### src/hdl/pcs_cfg_consts.svh
// constants for the coding sublayer configuration register
`ifndef PCS_CFG_CONSTS_SVH
`define PCS_CFG_CONSTS_SVH
`define CFG_REG_ADDR 5'h17
`define STATUS_REG_ADDR 5'h01
`define STATUS_PREAMBLE_BIT 6
`define BIT_NRZI_EN 15
`define BIT_TO_SELECT 14
`define BIT_TO_DISABLE 13
`define BIT_REPEATER 12
`define BIT_IND5_MODE 11
`define BIT_UNLOCK 10
`define BIT_PREAMBLE_REQ 9
`define BIT_FAST_TEST 8
`define BIT_CLKOUT_OFF 7
`define BIT_LINK_CHECK 6
`define BIT_CIM_OFF 5
`define BIT_TX_OFF 4
`define BIT_RX_OFF 3
`define BIT_IND1_MODE 2
`define BIT_IND4_MODE 1
`define BIT_DIG_RESET 0
`define CFG_RESET_FIXED 16'h8040
`define LEGACY_LOCK_MASK 16'h0f01
`define CLK_PERIOD_NS 50
`define TO_LONG_US 2000
`define TO_SHORT_US 722
`define TO_LONG_CYC ((`TO_LONG_US * 1000) / `CLK_PERIOD_NS)
`define TO_SHORT_CYC ((`TO_SHORT_US * 1000) / `CLK_PERIOD_NS)
`define FAST_TEST_SHIFT 6
`define PREAMBLE_BITS 32
`endif

### src/hdl/pcs_cfg_pkg.sv
// types for the coding sublayer configuration register
package pcs_cfg_pkg;
  typedef logic [15:0] cfg_word_t;
  typedef logic [4:0] reg_addr_t;
  typedef enum logic [1:0] {
    GATE_OPEN = 2'b00,
    GATE_DRAIN = 2'b01,
    GATE_SHUT = 2'b10
  } gate_state_t;
endpackage

### src/hdl/pcs_sublayer_config_register.sv
// coding sublayer configuration register and the functions it steers
`include "pcs_cfg_consts.svh"
`timescale 1ns/100ps
`default_nettype none
module pcs_sublayer_config_register (
  input wire logic core_clk,
  input wire logic rst,
  input wire logic clk_en,
  input wire logic repeater_strap,
  input wire logic test_strap_pin,
  input wire logic legacy_mode,
  input wire pcs_cfg_pkg::reg_addr_t mgmt_addr,
  input wire logic mgmt_wr,
  input wire logic mgmt_rd,
  input wire pcs_cfg_pkg::cfg_word_t mgmt_wdata,
  input wire logic preamble_seen,
  input wire logic mgmt_frame_start,
  input wire logic tx_en,
  input wire logic tx_activity,
  input wire logic rx_dv,
  input wire logic rx_activity,
  input wire logic idle_seen,
  input wire logic descr_locked,
  input wire logic collision,
  input wire logic link_raw,
  input wire logic cim_unstable,
  input wire logic cim_status,
  input wire logic polarity_flag,
  input wire logic full_duplex,
  output pcs_cfg_pkg::cfg_word_t mgmt_rdata,
  output logic status_preamble_bit,
  output logic mgmt_frame_accept,
  output logic nrzi_enable,
  output logic descr_timeout,
  output logic carrier_sense,
  output logic collision_or_sync_indicator,
  output logic activity_indicator_pin,
  output logic duplex_indicator_pin,
  output logic regs_unlocked,
  output logic fast_timers,
  output logic ref_clock_out_pin_o,
  output logic ref_clock_out_pin_oe,
  output logic link_ok,
  output logic link_indicator,
  output logic tx_gate,
  output logic rx_gate,
  output logic digital_reset
);
  import pcs_cfg_pkg::*;

  ////////////////////////////////////////////////////////////////////////
  // register
  cfg_word_t cfg_q;
  cfg_word_t cfg_d;
  cfg_word_t reset_word;
  cfg_word_t write_mask;
  logic soft_rst_q;
  logic any_rst;
  logic strap_load_q;
  wire cfg_hit = (mgmt_addr == `CFG_REG_ADDR);
  wire cfg_wr = cfg_hit && mgmt_wr;
  wire sts_hit = (mgmt_addr == `STATUS_REG_ADDR);

  assign any_rst = rst || soft_rst_q;

  always_comb begin
    reset_word = `CFG_RESET_FIXED;
    reset_word[`BIT_REPEATER] = repeater_strap;
    reset_word[`BIT_CIM_OFF] = ~repeater_strap;
    reset_word[`BIT_CLKOUT_OFF] = ~test_strap_pin;
  end

  // legacy mode freezes the locked bits
  assign write_mask = legacy_mode ? ~`LEGACY_LOCK_MASK : 16'hffff;

  always_comb begin
    cfg_d = cfg_q;
    if (strap_load_q) begin
      cfg_d = reset_word;
    end else if (cfg_wr) begin
      cfg_d = (cfg_q & ~write_mask) | (mgmt_wdata & write_mask);
    end
  end

  // straps are caught by a clocked load one cycle after reset release
  always_ff @(posedge core_clk) begin
    if (any_rst) begin
      cfg_q <= `CFG_RESET_FIXED;
      strap_load_q <= 1'b1;
    end else if (clk_en) begin
      cfg_q <= cfg_d;
      strap_load_q <= 1'b0;
    end
  end

  always_ff @(posedge core_clk) begin
    if (rst) begin
      soft_rst_q <= 1'b0;
    end else if (clk_en) begin
      soft_rst_q <= cfg_wr && write_mask[`BIT_DIG_RESET]
        && mgmt_wdata[`BIT_DIG_RESET];
    end
  end

  // locked functions read as held but act disabled in legacy mode
  wire ind5_mode = cfg_q[`BIT_IND5_MODE] && !legacy_mode;
  wire unlock = cfg_q[`BIT_UNLOCK] && !legacy_mode;
  wire pre_req = cfg_q[`BIT_PREAMBLE_REQ] && !legacy_mode;
  wire fast = cfg_q[`BIT_FAST_TEST] && !legacy_mode;

  ////////////////////////////////////////////////////////////////////////
  // descrambler time-out counter
  localparam int LONG_CYC = `TO_LONG_CYC;
  localparam int SHORT_CYC = `TO_SHORT_CYC;
  logic [15:0] to_cnt_q;
  logic to_q;
  wire [15:0] to_limit_full = cfg_q[`BIT_TO_SELECT] ?
    16'(LONG_CYC) : 16'(SHORT_CYC);
  wire [15:0] to_limit = fast ?
    (to_limit_full >> `FAST_TEST_SHIFT) : to_limit_full;
  wire to_run = !cfg_q[`BIT_TO_DISABLE];
  wire to_hit = to_run && (to_cnt_q >= to_limit - 16'h0001);

  always_ff @(posedge core_clk) begin
    if (any_rst) begin
      to_cnt_q <= 16'h0000;
      to_q <= 1'b0;
    end else if (clk_en) begin
      if (idle_seen || !to_run) begin
        to_cnt_q <= 16'h0000;
        to_q <= 1'b0;
      end else if (to_hit) begin
        to_q <= 1'b1;
      end else begin
        to_cnt_q <= to_cnt_q + 16'h0001;
      end
    end
  end

  ////////////////////////////////////////////////////////////////////////
  // management preamble check
  logic [5:0] ones_q;
  wire pre_ok = (ones_q >= 6'(`PREAMBLE_BITS));

  always_ff @(posedge core_clk) begin
    if (any_rst) begin
      ones_q <= 6'h00;
    end else if (clk_en) begin
      if (mgmt_frame_start) begin
        ones_q <= 6'h00;
      end else if (preamble_seen) begin
        if (!pre_ok) begin
          ones_q <= ones_q + 6'h01;
        end
      end else begin
        ones_q <= 6'h00;
      end
    end
  end

  ////////////////////////////////////////////////////////////////////////
  // packet gates
  logic tx_pass;
  logic rx_pass;
  wire cim_block = !cfg_q[`BIT_CIM_OFF] && cim_unstable;

  packet_gate u_tx_gate (
    .core_clk(core_clk),
    .rst(any_rst),
    .clk_en(clk_en),
    .block_req(cfg_q[`BIT_TX_OFF] || cim_block),
    .frame_active(tx_en),
    .pass(tx_pass)
  );

  packet_gate u_rx_gate (
    .core_clk(core_clk),
    .rst(any_rst),
    .clk_en(clk_en),
    .block_req(cfg_q[`BIT_RX_OFF] || cim_block),
    .frame_active(rx_dv),
    .pass(rx_pass)
  );

  ////////////////////////////////////////////////////////////////////////
  // output decode
  wire link_d = !cfg_q[`BIT_LINK_CHECK] || link_raw;
  wire crs_d = cfg_q[`BIT_REPEATER] ? rx_activity :
    (rx_activity || tx_activity);
  wire ind5_d = ind5_mode ? descr_locked : collision;
  wire ind1_d = cfg_q[`BIT_IND1_MODE] ? cim_status : tx_activity;
  wire ind4_d = cfg_q[`BIT_IND4_MODE] ? full_duplex :
    (full_duplex || polarity_flag);
  wire accept_d = mgmt_frame_start && (!pre_req || pre_ok);
  wire [15:0] rdata_d = cfg_hit ? cfg_q :
    (sts_hit ? (16'h0000 | (16'(!pre_req) << `STATUS_PREAMBLE_BIT)) :
    16'h0000);

  always_ff @(posedge core_clk) begin
    if (rst) begin
      mgmt_rdata <= 16'h0000;
      status_preamble_bit <= 1'b1;
      mgmt_frame_accept <= 1'b0;
      nrzi_enable <= 1'b1;
      descr_timeout <= 1'b0;
      carrier_sense <= 1'b0;
      collision_or_sync_indicator <= 1'b0;
      activity_indicator_pin <= 1'b0;
      duplex_indicator_pin <= 1'b0;
      regs_unlocked <= 1'b0;
      fast_timers <= 1'b0;
      ref_clock_out_pin_o <= 1'b0;
      ref_clock_out_pin_oe <= 1'b0;
      link_ok <= 1'b0;
      link_indicator <= 1'b0;
      tx_gate <= 1'b0;
      rx_gate <= 1'b0;
      digital_reset <= 1'b0;
    end else if (clk_en) begin
      if (mgmt_rd) begin
        mgmt_rdata <= rdata_d;
      end
      status_preamble_bit <= !pre_req;
      mgmt_frame_accept <= accept_d;
      nrzi_enable <= cfg_q[`BIT_NRZI_EN];
      descr_timeout <= to_q;
      carrier_sense <= crs_d;
      collision_or_sync_indicator <= ind5_d;
      activity_indicator_pin <= ind1_d;
      duplex_indicator_pin <= ind4_d;
      regs_unlocked <= unlock;
      fast_timers <= fast;
      ref_clock_out_pin_o <= !ref_clock_out_pin_o;
      ref_clock_out_pin_oe <= !cfg_q[`BIT_CLKOUT_OFF];
      link_ok <= link_d;
      link_indicator <= link_d;
      tx_gate <= tx_pass;
      rx_gate <= rx_pass;
      digital_reset <= soft_rst_q;
    end
  end
endmodule
`default_nettype wire

### src/hdl/packet_gate.sv
// gate that opens and shuts only at packet boundaries
`timescale 1ns/100ps
`default_nettype none
module packet_gate (
  input wire logic core_clk,
  input wire logic rst,
  input wire logic clk_en,
  input wire logic block_req,
  input wire logic frame_active,
  output logic pass
);
  import pcs_cfg_pkg::*;
  gate_state_t state_q;
  gate_state_t state_d;

  always_comb begin
    state_d = state_q;
    case (state_q)
      GATE_OPEN: begin
        if (block_req && frame_active) begin
          state_d = GATE_DRAIN;
        end else if (block_req) begin
          state_d = GATE_SHUT;
        end
      end
      GATE_DRAIN: begin
        if (!frame_active) begin
          state_d = GATE_SHUT;
        end
      end
      GATE_SHUT: begin
        // reopen only between frames so no fragment escapes
        if (!block_req && !frame_active) begin
          state_d = GATE_OPEN;
        end
      end
      default: state_d = GATE_SHUT;
    endcase
  end

  always_ff @(posedge core_clk) begin
    if (rst) begin
      state_q <= GATE_OPEN;
    end else if (clk_en) begin
      state_q <= state_d;
    end
  end

  assign pass = (state_q != GATE_SHUT);
endmodule
`default_nettype wire

### config.mk
export PLATFORM = sky130hd
export DESIGN_NAME = pcs_sublayer_config_register
export DESIGN_NICKNAME = d
export VERILOG_FILES = /design/src/hdl/pcs_cfg_pkg.sv /design/src/hdl/pcs_sublayer_config_register.sv /design/src/hdl/packet_gate.sv
export VERILOG_INCLUDE_DIRS = /design/src /design/src/hdl
export SDC_FILE = /design/constraint.sdc
export NUM_CORES = 1
export LEC_CHECK = 0
export BUFFER_PORTS_ARGS = -buffer_cell sky130_fd_sc_hd__buf_2
export CAP_MARGIN = 20
export CORE_ASPECT_RATIO = 2
export CORE_MARGIN = 10
export CORE_UTILIZATION = 45
export DETAILED_ROUTE_END_ITERATION = 10
export PLACE_DENSITY = 0.73
export SLEW_MARGIN = 30
export SYNTH_ARGS = -nofsm -noshare
export SYNTH_HDL_FRONTEND = slang
export SYNTH_SLANG_ARGS = --single-unit
### constraint.sdc
create_clock -name core_clk -period 2.7 [get_ports core_clk]
set_input_delay 0.54 -clock core_clk [delete_from_list [all_inputs] [get_ports core_clk]]
set_output_delay 0.54 -clock core_clk [all_outputs]
set_load 0.03 [all_outputs]
-- After elaboration in Yosys (flattened, before gate mapping)
Cells that the tools add are included.
Widths: inputs -> output; s select.
- output and inout port bits: 33
- logic and storage cells: 124
- input bits: 43
- bits in registers: 77
- bitwise gates (word level): 6
- magnitude comparators: 2
- add/sub/neg operators: 3
- equality and inequality tests: 16
- muxes and demuxes: 28
- reductions and logical operators: 44
- operator list (cell ; count):
    $mux 16 ; 7
    $and 16x16->16 ; 2
    $mux 6 ; 3
    $add 16x1->16 const B ; 1
    $ge 16x16->1 ; 1
    $mux 2 ; 8
    $not 16->16 ; 1
    $or 16x16->16 ; 1
    $sub 16x1->16 const B ; 1
    $logic_and 1x1->1 ; 14
    $mux 12 ; 1
    $pmux 2 s3 ; 2
    $logic_not 1->1 ; 11
    $reduce_and 2->1 ; 5
    $logic_or 1x1->1 ; 8
    $ne 2x2->1 const B ; 4
    $reduce_and 4->1 ; 2
    $mux 7 ; 1
    $add 6x1->6 const B ; 1
    $ge 6x6->1 const B ; 1
    $mux 1 ; 6
    $ne 2x1->1 const B ; 3
    $ne 3x1->1 const B ; 2
    $eq 5x1->1 const B ; 1
    7 further kinds ; 12

-- Longest topological paths before layout
Gate-level depths: netlist of the first run.
- depth after elaboration: 8
- gate-level depth with buffers: 14

-- Modules after synthesis
From an unflattened synthesis of the first run, not the netlist that was laid out.
- cells, all modules: 445
- area, all modules: 3702.3 µm²
- by module, submodules not included (module ; area each (µm²) ; seq. area each (µm²) ; instances ; cells an instance):
    pcs_sublayer_config_register ; 3519.6 ; 1461.4 ; 1 ; 425
    packet_gate ; 91.3 ; 40.0 ; 2 ; 10

-- Worst setup path before layout of the first run
Ideal clock, no wire load.
- path kind: input -> register
- from: input legacy_mode
- to: register to_q
- cell stages on the path: 14
- data arrival time: 2.590 ns
- setup time: 0.119 ns
- path slack: -0.009 ns
- cells stage by stage: nand2b_1 > buf_6 > inv_4 > nor2_1 > inv_1 > ha_1 > a21oi_1 > a21oi_1 > o211ai_1 > buf_4 > and2_1 > clkbuf_1 > a21oi_1 > o221a_2
- cells in the longest elaborated chain, start to end: 8
- RTL lines (what ; RTL line ; RTL):
    from (decl) ; pcs_sublayer_config_register.sv:11 ; input wire logic legacy_mode,
    $logic_not 1->1 ; pcs_sublayer_config_register.sv:109 ; wire fast = cfg_q[`BIT_FAST_TEST] && !legacy_mode;
    $logic_and 1x1->1 ; pcs_sublayer_config_register.sv:109 ;
    via fast ; pcs_sublayer_config_register.sv:109 ;
    $mux 16 ; pcs_sublayer_config_register.sv:119 ; wire [15:0] to_limit = fast ?
    $sub 16x1->16 ; pcs_sublayer_config_register.sv:122 ; wire to_hit = to_run && (to_cnt_q >= to_limit - 16'h0001);
    $ge 16x16->1 ; pcs_sublayer_config_register.sv:122 ;
    $logic_and 1x1->1 ; pcs_sublayer_config_register.sv:122 ;
    $reduce_bool 2->1 (no source line) ; n/a ;
    $reduce_and 2->1 (no source line) ; n/a ;
    to (signal assigned) ; pcs_sublayer_config_register.sv:127 ; to_q <= 1'b0;
    to (signal assigned) ; pcs_sublayer_config_register.sv:131 ; to_q <= 1'b0;
    to (signal assigned) ; pcs_sublayer_config_register.sv:133 ; to_q <= 1'b1;
    to (decl) ; pcs_sublayer_config_register.sv:116 ; logic to_q;
The timed path passes the listed nets, and every way through them passes these cells.
A chain may end at the register's enable or synchronous reset.

-- Worst setup path in the final report of the first run
- from: input legacy_mode
- to: register to_cnt_q[10]
- cells in the longest elaborated chain, start to end: 8
- RTL lines (what ; RTL line ; RTL):
    $logic_not 1->1 ; pcs_sublayer_config_register.sv:109 ;
    $logic_and 1x1->1 ; pcs_sublayer_config_register.sv:109 ;
    via fast ; pcs_sublayer_config_register.sv:109 ;
    $mux 16 ; pcs_sublayer_config_register.sv:119 ;
    $sub 16x1->16 ; pcs_sublayer_config_register.sv:122 ;
    $ge 16x16->1 ; pcs_sublayer_config_register.sv:122 ;
    $logic_and 1x1->1 ; pcs_sublayer_config_register.sv:122 ;
    $ne 2x1->1 (no source line) ; n/a ;
    $reduce_and 2->1 (no source line) ; n/a ;
    to (signal assigned) ; pcs_sublayer_config_register.sv:135 ; to_cnt_q <= to_cnt_q + 16'h0001;
    to (decl) ; pcs_sublayer_config_register.sv:115 ; logic [15:0] to_cnt_q;
The timed path passes the listed nets, and every way through them passes these cells.

==> results of run 1 <==
==> what timing repair did <==
action,CTS,global route
setup endpoints to repair,0,12
resized for setup,0,7
buffers inserted,0,1
==> area by class of cell <==
type | count | area [um^2] | share of cell area, %
clock buffer | 9 | 225.2 | 4.778
inverter | 14 | 55.05 | 1.168
sequential | 77 | 1543 | 32.73
tap | 98 | 122.6 | 2.602
clock inverter | 7 | 72.57 | 1.540
timing repair buffer | 108 | 651.9 | 13.83
multi-input combinational | 339 | 2043 | 43.35
==> where the power goes <==
group / internal (mW) / total, mW / switching [mW]
sequential: 1.17 / 1.19 / 0.0243
combinational: 0.0860 / 0.237 / 0.151
clock: 0.719 / 1.22 / 0.500
==> layer usage <==
metal,GRT usage (%),up-vias
li1,-,1846
met1,17.01,1800
met2,33.94,159
met3,4.267,48
met4,13.99,0
met5,0,-
==> synth_stat cells (all sizes together), types with 10 or more instances <==
cell / n / area (um^2)
o21ai: 19 / 95.09
a22oi: 22 / 165.2
clkbuf: 20 / 75.07
nand3: 22 / 122.6
a31oi: 10 / 62.56
nand2: 47 / 176.4
a21oi: 35 / 178.9
ha: 13 / 162.7
nor2: 67 / 251.5
dfxtp: 77 / 1541
inv: 14 / 55.06
==> per-stage QoR <==
| step | setup WS, ns | power, mW | cells | setup TNS (ns) |
|---|---|---|---|---|
| 2_1_floorplan | 0.01657 | 1.352 | 458 | 0 |
| 3_3_place_gp | -0.1409 | 1.444 | 634 | -1.302 |
| 3_5_place_dp | -0.2131 | 1.449 | 634 | -2.430 |
| 4_1_cts | 0.07676 | 2.662 | 650 | 0 |
| 5_1_grt | 0.01223 | 2.726 | 652 | 0 |
| 6_report | 0.1333 | 2.646 | 652 | 0 |
==> cells by family (layout without fill, tap and decap cells) <==
logic type / Yosys count / in the layout / share of synthesized area, %
AO/OA/AOI/OAI: 124 / 124 / 22.09
XOR/XNOR: 6 / 6 / 1.407
adder cells (fa/ha/maj): 13 / 13 / 4.357
buffers and inverters: 42 / 138 / 4.893
flip-flops: 77 / 77 / 41.29
multiplexers: 6 / 6 / 1.609
other: 1 / 1 / 0.1004
AND/OR/NAND/NOR: 189 / 189 / 24.26
==> state kept, by name, summed over array words and instances (netlist names), 2 cells and up <==
name and cells:
ones_q 6, u_tx_gate.state_q 2, cfg_q 16, mgmt_rdata 16
u_rx_gate.state_q 2, to_cnt_q 16
==> final timing paths <==
check / slack [ns] / to
worst max register to register: 0.15 / to_cnt_q[10]$_SDFFE_PP0P_
worst max-delay path: 0.13 / to_cnt_q[10]$_SDFFE_PP0P_
worst min-delay path: 0.41 / cfg_q[6]$_SDFFE_PP1P_
worst min register to register: 0.47 / mgmt_frame_accept$_SDFFE_PP0P_
==> critical path, delay by kind of cell <==
family,cells,cell delay (ns)
AO/OA/AOI/OAI,4,0.73
AND/OR/NAND/NOR,4,0.84
adder cells (fa/ha/maj),1,0.32
buffers and inverters,3,0.40
==> placed cells by master, fill, tap and decap left out, drive strengths merged, types with 9 or more instances in the layout <==
master,n
buf,107
dfxtp,77
nor2,67
nand2,47
a21oi,35
a22oi,22
nand3,22
o21ai,19
inv,16
ha,13
a31oi,10
clkbuf,9
==> metrics.md, run 1 <==
| Metric | Value |
|---|---|
| Slew headroom | 57.24% |
| DRT Pass-1 Iters | 6 |
| Mapped Cells | 458 |
| Routed wire length | 11820 um |
| Vias | 3853 |
| Max Slew Vio Count | 0 |
| PD cells | 561.3 nW/um^2 |
| Initial Utilization | 45.68% |
| CP max stage delay | 0.50 ns |
| Post-Syn Area | 3734 um^2 |
| Via density | 5.910 |
| CP max-delay cell | or4b_4 |
| Status | completed |
| RSZ-0062 raised after global routing | false |
| F_max | 389.6 MHz |
| Die Area | 12560 um^2 |
| Share of cells above drive strength 1 | 25.81% |
| Slew @ Worst Pin | 0.6346 ns |
| Share of flip-flops with an asynchronous set or reset | 0% |
| H-Tree Depth | 3 |
| Min Hold Slack | 0.4093 ns |
| Root Buffer | clkbuf_16 |
| Crit end category | flip-flop |
| CTS tree | done |
| DP Area | 4369 um^2 |
| IO buf count | 75 |
| Final instance area | 4713 um^2 |
| Site Rows | 47 |
| I/O pin cnt | 76 |
| Hold path cells | 3 |
| Worst path cell trace | buf_2 -> nand2b_1 -> inv_4 -> nand2_1 -> ha_1 -> a21oi_2 -> o221ai_1 -> o211ai_1 -> buf_4 -> nand3_1 -> or4b_4 -> a21oi_2 |
| Yosys reg bits | 77 |
| Die width | 84.41 um |
| Met1 wire length | 4151 um |
| Die Y | 148.8 um |
| Met3 WL | 640 um |
| Metal2 WL | 6266 um |
| Routed len/inst | 18.13 um |
| Period utilization | 95.06% |
| DP Wirelength | 8913 um |
| Routed Antenna Nets | 0 |
| Hold_buf cts | 0 |
| Initial antenna violation count | 0 |
| Clock-pin slew of the registers on the worst-case setup and hold paths | 0.06 ns |
| Post-synth EDFFs | 0 |
| Worst Path Required | 2.97 ns |
| Synthesized netlist net count | 514 |
| CP Data Arrival Time | 2.84 ns |
| Time the worst path needs with I/O delays and setup | 2.567 ns |
| Pin count of the biggest net entering global routing | 25 |
| Synthesis Warnings | 0 |
| 1st-iter DRT viols | 372 |
| Clock skew | 0.01165 ns |
| Final Wtd Congestion | 0.9269 |
| R2r worst-path depth | 11 |
| Total Routing Usage GR | 18.48% |
| Fillers | 737 |
| Worst skew pair latency | 0.34 ns |
| Clock Sinks | 77 |
| DRC | 0 |
| Antenna diodes | 0 |
| Worst Hold Class | in -> reg |
| Crit path max fanout | 5 |
| Most used DFF post-synth | dfxtp_1 |
| Startpoint types | primary input |
| Highest Signal Layer | met4 |
| Register area share after synthesis | 41.29% |
| Number of global-route vias before repair | 3964 |
| Num CTS Buffers | 9 |
| First-pass GRT wire length | 18950 um |
| Leakage | 1.963 nW |
| Final Setup Violations | 0 |
| Max-Cap Viols | 0 |
| Final hold vios | 0 |
| Worst-case clock buffer depth | 2 |
| Critical R2R Launch | cfg_q[8]$_SDFFE_PP0P_ |
| Area delta synth->final | 26.24% |
| Fin nets | 605 |
| Worst Setup SP | legacy_mode |
| CP Class | in -> reg |
| GRT overflow | 0 |
| VDD IR-drop max | 0.0004300 V |
| Min-delay src | mgmt_wdata[6] |
| Util after Layout | 57.66% |
| Syn_area_per_cell | 8.152 um^2 |
| Most frequent CP cell | a21oi_2 |
| Synth cell types | 54 |
| Core ar. | 8174 um^2 |
Note: power is estimated with default switching activity, not from simulation.
==> run 2, diff against run 1 <==
- MAX_ROUTING_LAYER: default -> met4
==> run 2 against run 1 <==
  * Via count hardly changed
  * Cell count up 0.15%
  * Sequential power hardly changed
  * Utilization decreased by 0.077 points
  * Count of clock-buffer cells in the layout rose by 2
  * Clock skew fell by 0.0037 ns
  * Final area decreased by 0.13%
  * Clock power is essentially flat
  * Fmax is 0.20% higher
  * Power increased by 0.28%
  * Wire length rose by 1.3%
  * First-iteration DRC count shrank 15%
  * Critical path type unchanged
  * Largest cell class unchanged
  * Largest power group unchanged
==> metrics.md, run 2 (synthesis gave the netlist of run 1 again) <==
| Metric | Value |
|---|---|
| Total Routing Usage GR | 19.32% |
| Routed wire length | 11970 um |
| Routed Antenna Nets | 0 |
| Startpoint types | primary input |
| R2r worst-path depth | 12 |
| Via density | 5.902 |
| Hold path cells | 3 |
| WHS Endpoint | cfg_q[6]$_SDFFE_PP1P_ |
| DP Wirelength | 9166 um |
| TNS Setup | 0 ns |
| Clock-pin slew of the registers on the worst-case setup and hold paths | 0.06 ns |
| CTS tree | done |
| First-pass GRT wire length | 19330 um |
| RSZ-0062 raised after global routing | true |
| Final instance area | 4707 um^2 |
| Die width | 84.41 um |
| Routed len/inst | 18.34 um |
| DRC | 0 |
| Core ar. | 8174 um^2 |
| Hold_buf cts | 0 |
| Worst Hold Class | in -> reg |
| PD cells | 563.6 nW/um^2 |
| I/O pin cnt | 76 |
| Biggest regs | cfg_q: 16 flops, mgmt_rdata: 16 flops, to_cnt_q: 16 flops |
| Max Slew Vio Count | 0 |
| Power, Total | 2.653 mW |
| F_max | 390.4 MHz |
| Final hold vios | 0 |
| Fin nets | 607 |
| Die Y | 148.8 um |
| Die Area | 12560 um^2 |
| DP Area | 4379 um^2 |
| Clock skew | 0.007953 ns |
| Most frequent cells in the layout | dfxtp_1 (76), buf_2 (75), nor2_1 (66) |
| Post-Place Cells | 637 |
| Root Buffer | clkbuf_16 |
| Min-delay src | mgmt_wdata[6] |
| Initial Utilization | 45.68% |
| Slew @ Worst Pin | 0.5662 ns |
| Slew headroom | 62.11% |
| Period utilization | 94.87% |
| 1st-iter DRT viols | 316 |
| Crit end category | flip-flop |
| Num CTS Buffers | 9 |
| Share of cells above drive strength 1 | 25.41% |
| DRT Pass-1 Iters | 5 |
| R2R Setup Slk | 0.15 ns |
| Reg-to-Reg End | to_cnt_q[3]$_SDFFE_PP0P_ |
| VDD IR-drop max | 0.0004240 V |
| Site Rows | 47 |
| Status | completed |
| Worst-case clock buffer depth | 2 |
| CP Class | in -> reg |
| IO buf count | 75 |
| CP Data Arrival Time | 2.77 ns |
| Fin cells | 653 |
| H-Tree Depth | 3 |
| Pin count of the biggest net entering global routing | 34 |
| Area delta synth->final | 26.07% |
| Initial antenna violation count | 0 |
| Worst Path Required | 2.91 ns |
| Clock Sinks | 77 |
| Commonest non-fill, non-tap cell in the layout | dfxtp_1 |
| Critical R2R Launch | cfg_q[8]$_SDFFE_PP0P_ |
| Max-Cap Viols | 0 |
| GRT overflow | 0 |
| Number of global-route vias before repair | 3973 |
| Final Setup Violations | 0 |
| Worst skew pair latency | 0.34 ns |
| Time the worst path needs with I/O delays and setup | 2.561 ns |
| Vias | 3854 |
| Antenna diodes | 0 |
| Final Wtd Congestion | 0.9233 |
| Leakage | 1.971 nW |
| Crit path max fanout | 7 |
run 2: changes by cell type in the layout (fill, tap and decap cells not counted), sizes merged:
cell	delta
buf	+3
clkinvlp	-1
clkbuf	+2
clkdlybuf4s15	-1
inv	-2
run 2: repair_timing:
| action | 4_1_cts | 5_1_grt |
|---|---|---|
| setup endpoints to repair | 0 | 15 |
| hold endpoints to repair | 0 | 0 |
| gates resized for setup | 0 | 4 |
| buffers inserted | 0 | 1 |
run 2: worst max-delay path by stage:
stage	from	endpoint	slack [ns]	depth (start not counted)
2_1_floorplan	legacy_mode	to_cnt_q[6]$_SDFFE_PP0P_	0.02	11
3_3_place_gp	legacy_mode	to_cnt_q[13]$_SDFFE_PP0P_	-0.14	13
3_5_place_dp	legacy_mode	to_cnt_q[13]$_SDFFE_PP0P_	-0.21	13
4_1_cts	cfg_q[14]$_SDFFE_PP0P_	to_cnt_q[13]$_SDFFE_PP0P_	0.08	11
5_1_grt	cfg_q[8]$_SDFFE_PP0P_	to_cnt_q[7]$_SDFFE_PP0P_	-0.02	11
6_report	legacy_mode	to_cnt_q[3]$_SDFFE_PP0P_	0.14	13
run 2: metrics by stage:
step                hold slack, ns  utilization, %  setup slack, ns
floorplan                   0.4476               -          0.01657
global placement            0.4520           53.57          -0.1353
detailed placement          0.4593           53.57          -0.2136
CTS                         0.4144           57.25          0.07711
global route                0.4383           57.58         -0.02252
finish                      0.4236           57.58           0.1386
run 2: layer usage:
layer  GRT usage (%)  wire (um)  vias to the layer above
li1                -          -                     1842
met1           18.07       4365                     1817
met2           35.70       6415                      150
met3           3.337        518                       45
met4           11.26        675                        0
met5               -          0                        -
run 2: final cells by class:
type,count,area (um^2)
fillers,758,3467
multi-input cells,339,2036
flip-flops and latches,77,1543
repair buffers,110,650.6
clock buffers,11,252.7
well taps,98,122.6
inverters,14,55.05
clock inverters,4,47.55
run 2: worst max-delay path: stages:
cell      delay, ns
buf_2          0.09
nand2b_1       0.17
inv_4          0.06
nor2_2         0.10
inv_1          0.10
ha_1           0.30
o21ai_0        0.09
a211oi_1       0.07
a2111o_1       0.43
o211a_4        0.18
buf_12         0.14
o311ai_0       0.37
a21oi_1        0.12
run 2: where the power goes:
| group | leakage (nW) | switching (mW) | total (mW) | internal, mW |
|---|---|---|---|---|
| logic | 1.20 | 0.153 | 0.239 | 0.0859 |
| clock network | 0.147 | 0.467 | 1.22 | 0.757 |
| registers | 0.627 | 0.0235 | 1.19 | 1.17 |
| total | 1.97 | 0.644 | 2.65 | 2.01 |
==> run 3, diff against run 2 <==
- SETUP_SLACK_MARGIN: default -> 0.15
- SYNTH_HIERARCHICAL: default -> 1
==> run 3 against run 2 <==
  * Final area down 3.2%
  * Largest power group unchanged
  * Count of clock-buffer cells in the layout down 1
  * Synthesized cell count down 2.8%
  * Flip-flop and latch count unchanged
  * Fmax up 11%
  * Critical endpoint is now to_cnt_q[7]$_SDFFE_PP0P_
  * Die area down 0.69%
  * Critical path type is now reg -> reg
  * Largest cell class unchanged
  * First-iteration DRC count down 26%
  * Worst setup slack better by 0.25 ns
  * Clock skew down 0.0013 ns
==> metrics.md, run 3 <==
| Metric | Value |
|---|---|
| Number of global-route vias before repair | 3853 |
| Fin nets | 579 |
| Share of cells above drive strength 1 | 23.95% |
| Register area share after synthesis | 41.64% |
| Synthesized netlist net count | 501 |
| Commonest cells post-synth | dfxtp_1 (77), nor2_1 (72), nand2_1 (41), a22oi_1 (28), a21oi_1 (26) |
| Via density | 5.804 |
| F_max | 432.5 MHz |
| Yosys reg bits | 77 |
| Initial Utilization | 46.28% |
| Most frequent cell after synthesis | dfxtp_1 |
| Die Y | 148.3 um |
| 1st-iter DRT viols | 235 |
| Startpoint types | flip-flop |
| IO buf count | 75 |
| H-Tree Depth | 3 |
| Adder-cell area share of the yosys netlist | 4.393% |
| Mapped Cells | 445 |
| Synthesis Warnings | 6 |
| DRC | 0 |
| Vias | 3610 |
| Final hold vios | 0 |
| Most frequent cells in the layout | dfxtp_1 (75), buf_2 (75), nor2_1 (70) |
| Period utilization | 85.64% |
| Max Slew Vio Count | 0 |
| Clock-pin slew of the registers on the worst-case setup and hold paths | 0.06 ns |
| Synth cell types | 57 |
| Worst-case clock buffer depth | 2 |
| CP Class | reg -> reg |
| Slew @ Worst Pin | 0.9054 ns |
| R2R Setup Slk | 0.39 ns |
| Num CTS Buffers | 9 |
| Crit end category | flip-flop |
| Met1 wire length | 4150 um |
| CTS tree | done |
| Final Wtd Congestion | 0.9372 |
| Fin worst setup slack | 0.3877 ns |
| I/O pin cnt | 76 |
| Post-Synth XOR/XNOR Area | 0.4731% |
| Clock Sinks | 77 |
| Time the worst path needs with I/O delays and setup | 2.312 ns |
| TNS Setup | 0 ns |
| Max-Cap Viols | 0 |
| Die Area | 12480 um^2 |
| Simple-gate portion of the synthesized area | 23.79% |
| Worst Hold Class | in -> reg |
| Synth Area in Compound Gates | 21.60% |
| Area delta synth->final | 23.08% |
| Post-synth EDFFs | 0 |
| Site Rows | 46 |
| Synth area leader | dfxtp_1 |
| Final Setup Violations | 0 |
| Routed wire length | 11310 um |
| Synth area leaders | dfxtp_1 (42%), nor2_1 (7.3%), a22oi_1 (5.7%) |
| Top-area cell type share of the netlist area | 41.64% |
| Crit path max fanout | 8 |
| Power, Total | 2.684 mW |
| Metal2 WL | 6215 um |
| Biggest regs | cfg_q: 16 flops, mgmt_rdata: 16 flops, to_cnt_q: 16 flops |
| First-pass GRT wire length | 18530 um |
| DP Wirelength | 8476 um |
| Most used DFF post-synth | dfxtp_1 |
| Die width | 84.14 um |
| Worst Path Required | 2.95 ns |
| PD cells | 589.0 nW/um^2 |
| CP Data Arrival Time | 2.57 ns |
| Pin count of the biggest net entering global routing | 34 |
| Routed Antenna Nets | 0 |
| GRT overflow | 0 |
| Slew headroom | 39.01% |
| Worst skew pair latency | 0.33 ns |
| Root Buffer | clkbuf_16 |
| Clock skew | 0.006668 ns |
| Total Routing Usage GR | 18.59% |
| Highest Signal Layer | met4 |
| Syn_area_per_cell | 8.320 um^2 |
| Leakage | 1.933 nW |
| Initial antenna violation count | 0 |
| Antenna diodes | 0 |
| DRT Pass-1 Iters | 5 |
| Core ar. | 8000 um^2 |
| VDD IR-drop max | 0.0004095 V |
| Share of flip-flops with an asynchronous set or reset | 0% |
| Util after Layout | 56.96% |
| Setup WS pre-CTS | -0.09939 ns |
| RSZ-0062 raised after global routing | false |
| Post-Syn Area | 3702 um^2 |
| Met3 WL | 546 um |
| Largest family of logic cells by synthesized area | simple AND/OR/NAND/NOR gates |
| Min Hold Slack | 0.4111 ns |
| Postcts setup bufs | 0 |
| Multiplexer share of the synthesized area | 3.008% |
| Routed len/inst | 18.19 um |
| Status | completed |
## run 3: cell count changes after synthesis, sizes merged, moves of 5 or more
| cell | delta |
|---|---|
| a21oi | -8 |
| a22oi | +6 |
| clkbuf | -5 |
| nand2 | -6 |
| nand2b | +7 |
| nand3 | -7 |
| nor2 | +5 |
| or4 | -7 |
## run 3: kinds of logic (layout without fill, tap and decap cells)
logic type,Yosys count,count (layout)
AOI/OAI and AO/OA,118,118
xor gates and xnor gates,2,2
adders and majority gates,13,13
buffers and inverters,42,123
DFF,77,77
muxes,11,11
other,1,1
and+or+nand+nor,181,181
## run 3: critical path, stage by stage, from the launching register on
cell and delay (ns):
dfxtp_2 0.37, inv_1 0.11, nor2_2 0.15, inv_1 0.09, ha_1 0.31, nand3b_1 0.13
nor3_2 0.21, o2111ai_2 0.17, and3_4 0.26, nand2b_4 0.13, o311ai_1 0.11, a31oi_1 0.20
## run 3: timing repair
action                     4_1_cts  5_1_grt
setup endpoints to repair        0       17
hold buffers                     0        0
resized for setup                0       14
## run 3: metal layers
| layer | up-vias | track usage [%] |
|---|---|---|
| li1 | 1746 | - |
| met1 | 1712 | 17.54 |
| met2 | 122 | 33.98 |
| met3 | 30 | 3.829 |
| met4 | 0 | 10.19 |
| met5 | - | - |
## run 3: final timing paths
path | start | end | cells after the start
worst max-delay path | cfg_q[14]$_SDFFE_PP0P_ | to_cnt_q[7]$_SDFFE_PP0P_ | 11
worst min-delay path | mgmt_wdata[6] | cfg_q[6]$_SDFFE_PP1P_ | 3
worst max register to register | cfg_q[14]$_SDFFE_PP0P_ | to_cnt_q[7]$_SDFFE_PP0P_ | 11
worst min register to register | mgmt_frame_accept$_SDFFE_PP0P_ | mgmt_frame_accept$_SDFFE_PP0P_ | 2
## run 3: final cells by class
type | count | area [um^2]
clock inverters | 4 | 75.07
multi-input cells | 326 | 2027
repair buffers | 90 | 488.0
clock buffers | 10 | 229.0
inverters | 19 | 73.82
flip-flops and latches | 77 | 1544
fillers | 731 | 3443
well taps | 96 | 120.1
## run 3: where the power goes
| part | switching [mW] | leakage, nW | internal (mW) |
|---|---|---|---|
| Clock | 0.459 | 0.141 | 0.799 |
| Sequential | 0.0237 | 0.627 | 1.17 |
| Combinational | 0.151 | 1.17 | 0.0861 |
## run 3: per-stage QoR
stage	area, um^2	std cells
finish	4557	622
global route	4557	622
CTS	4509	622
detailed placement	4205	608
global placement	4205	608
floorplan	3702	445
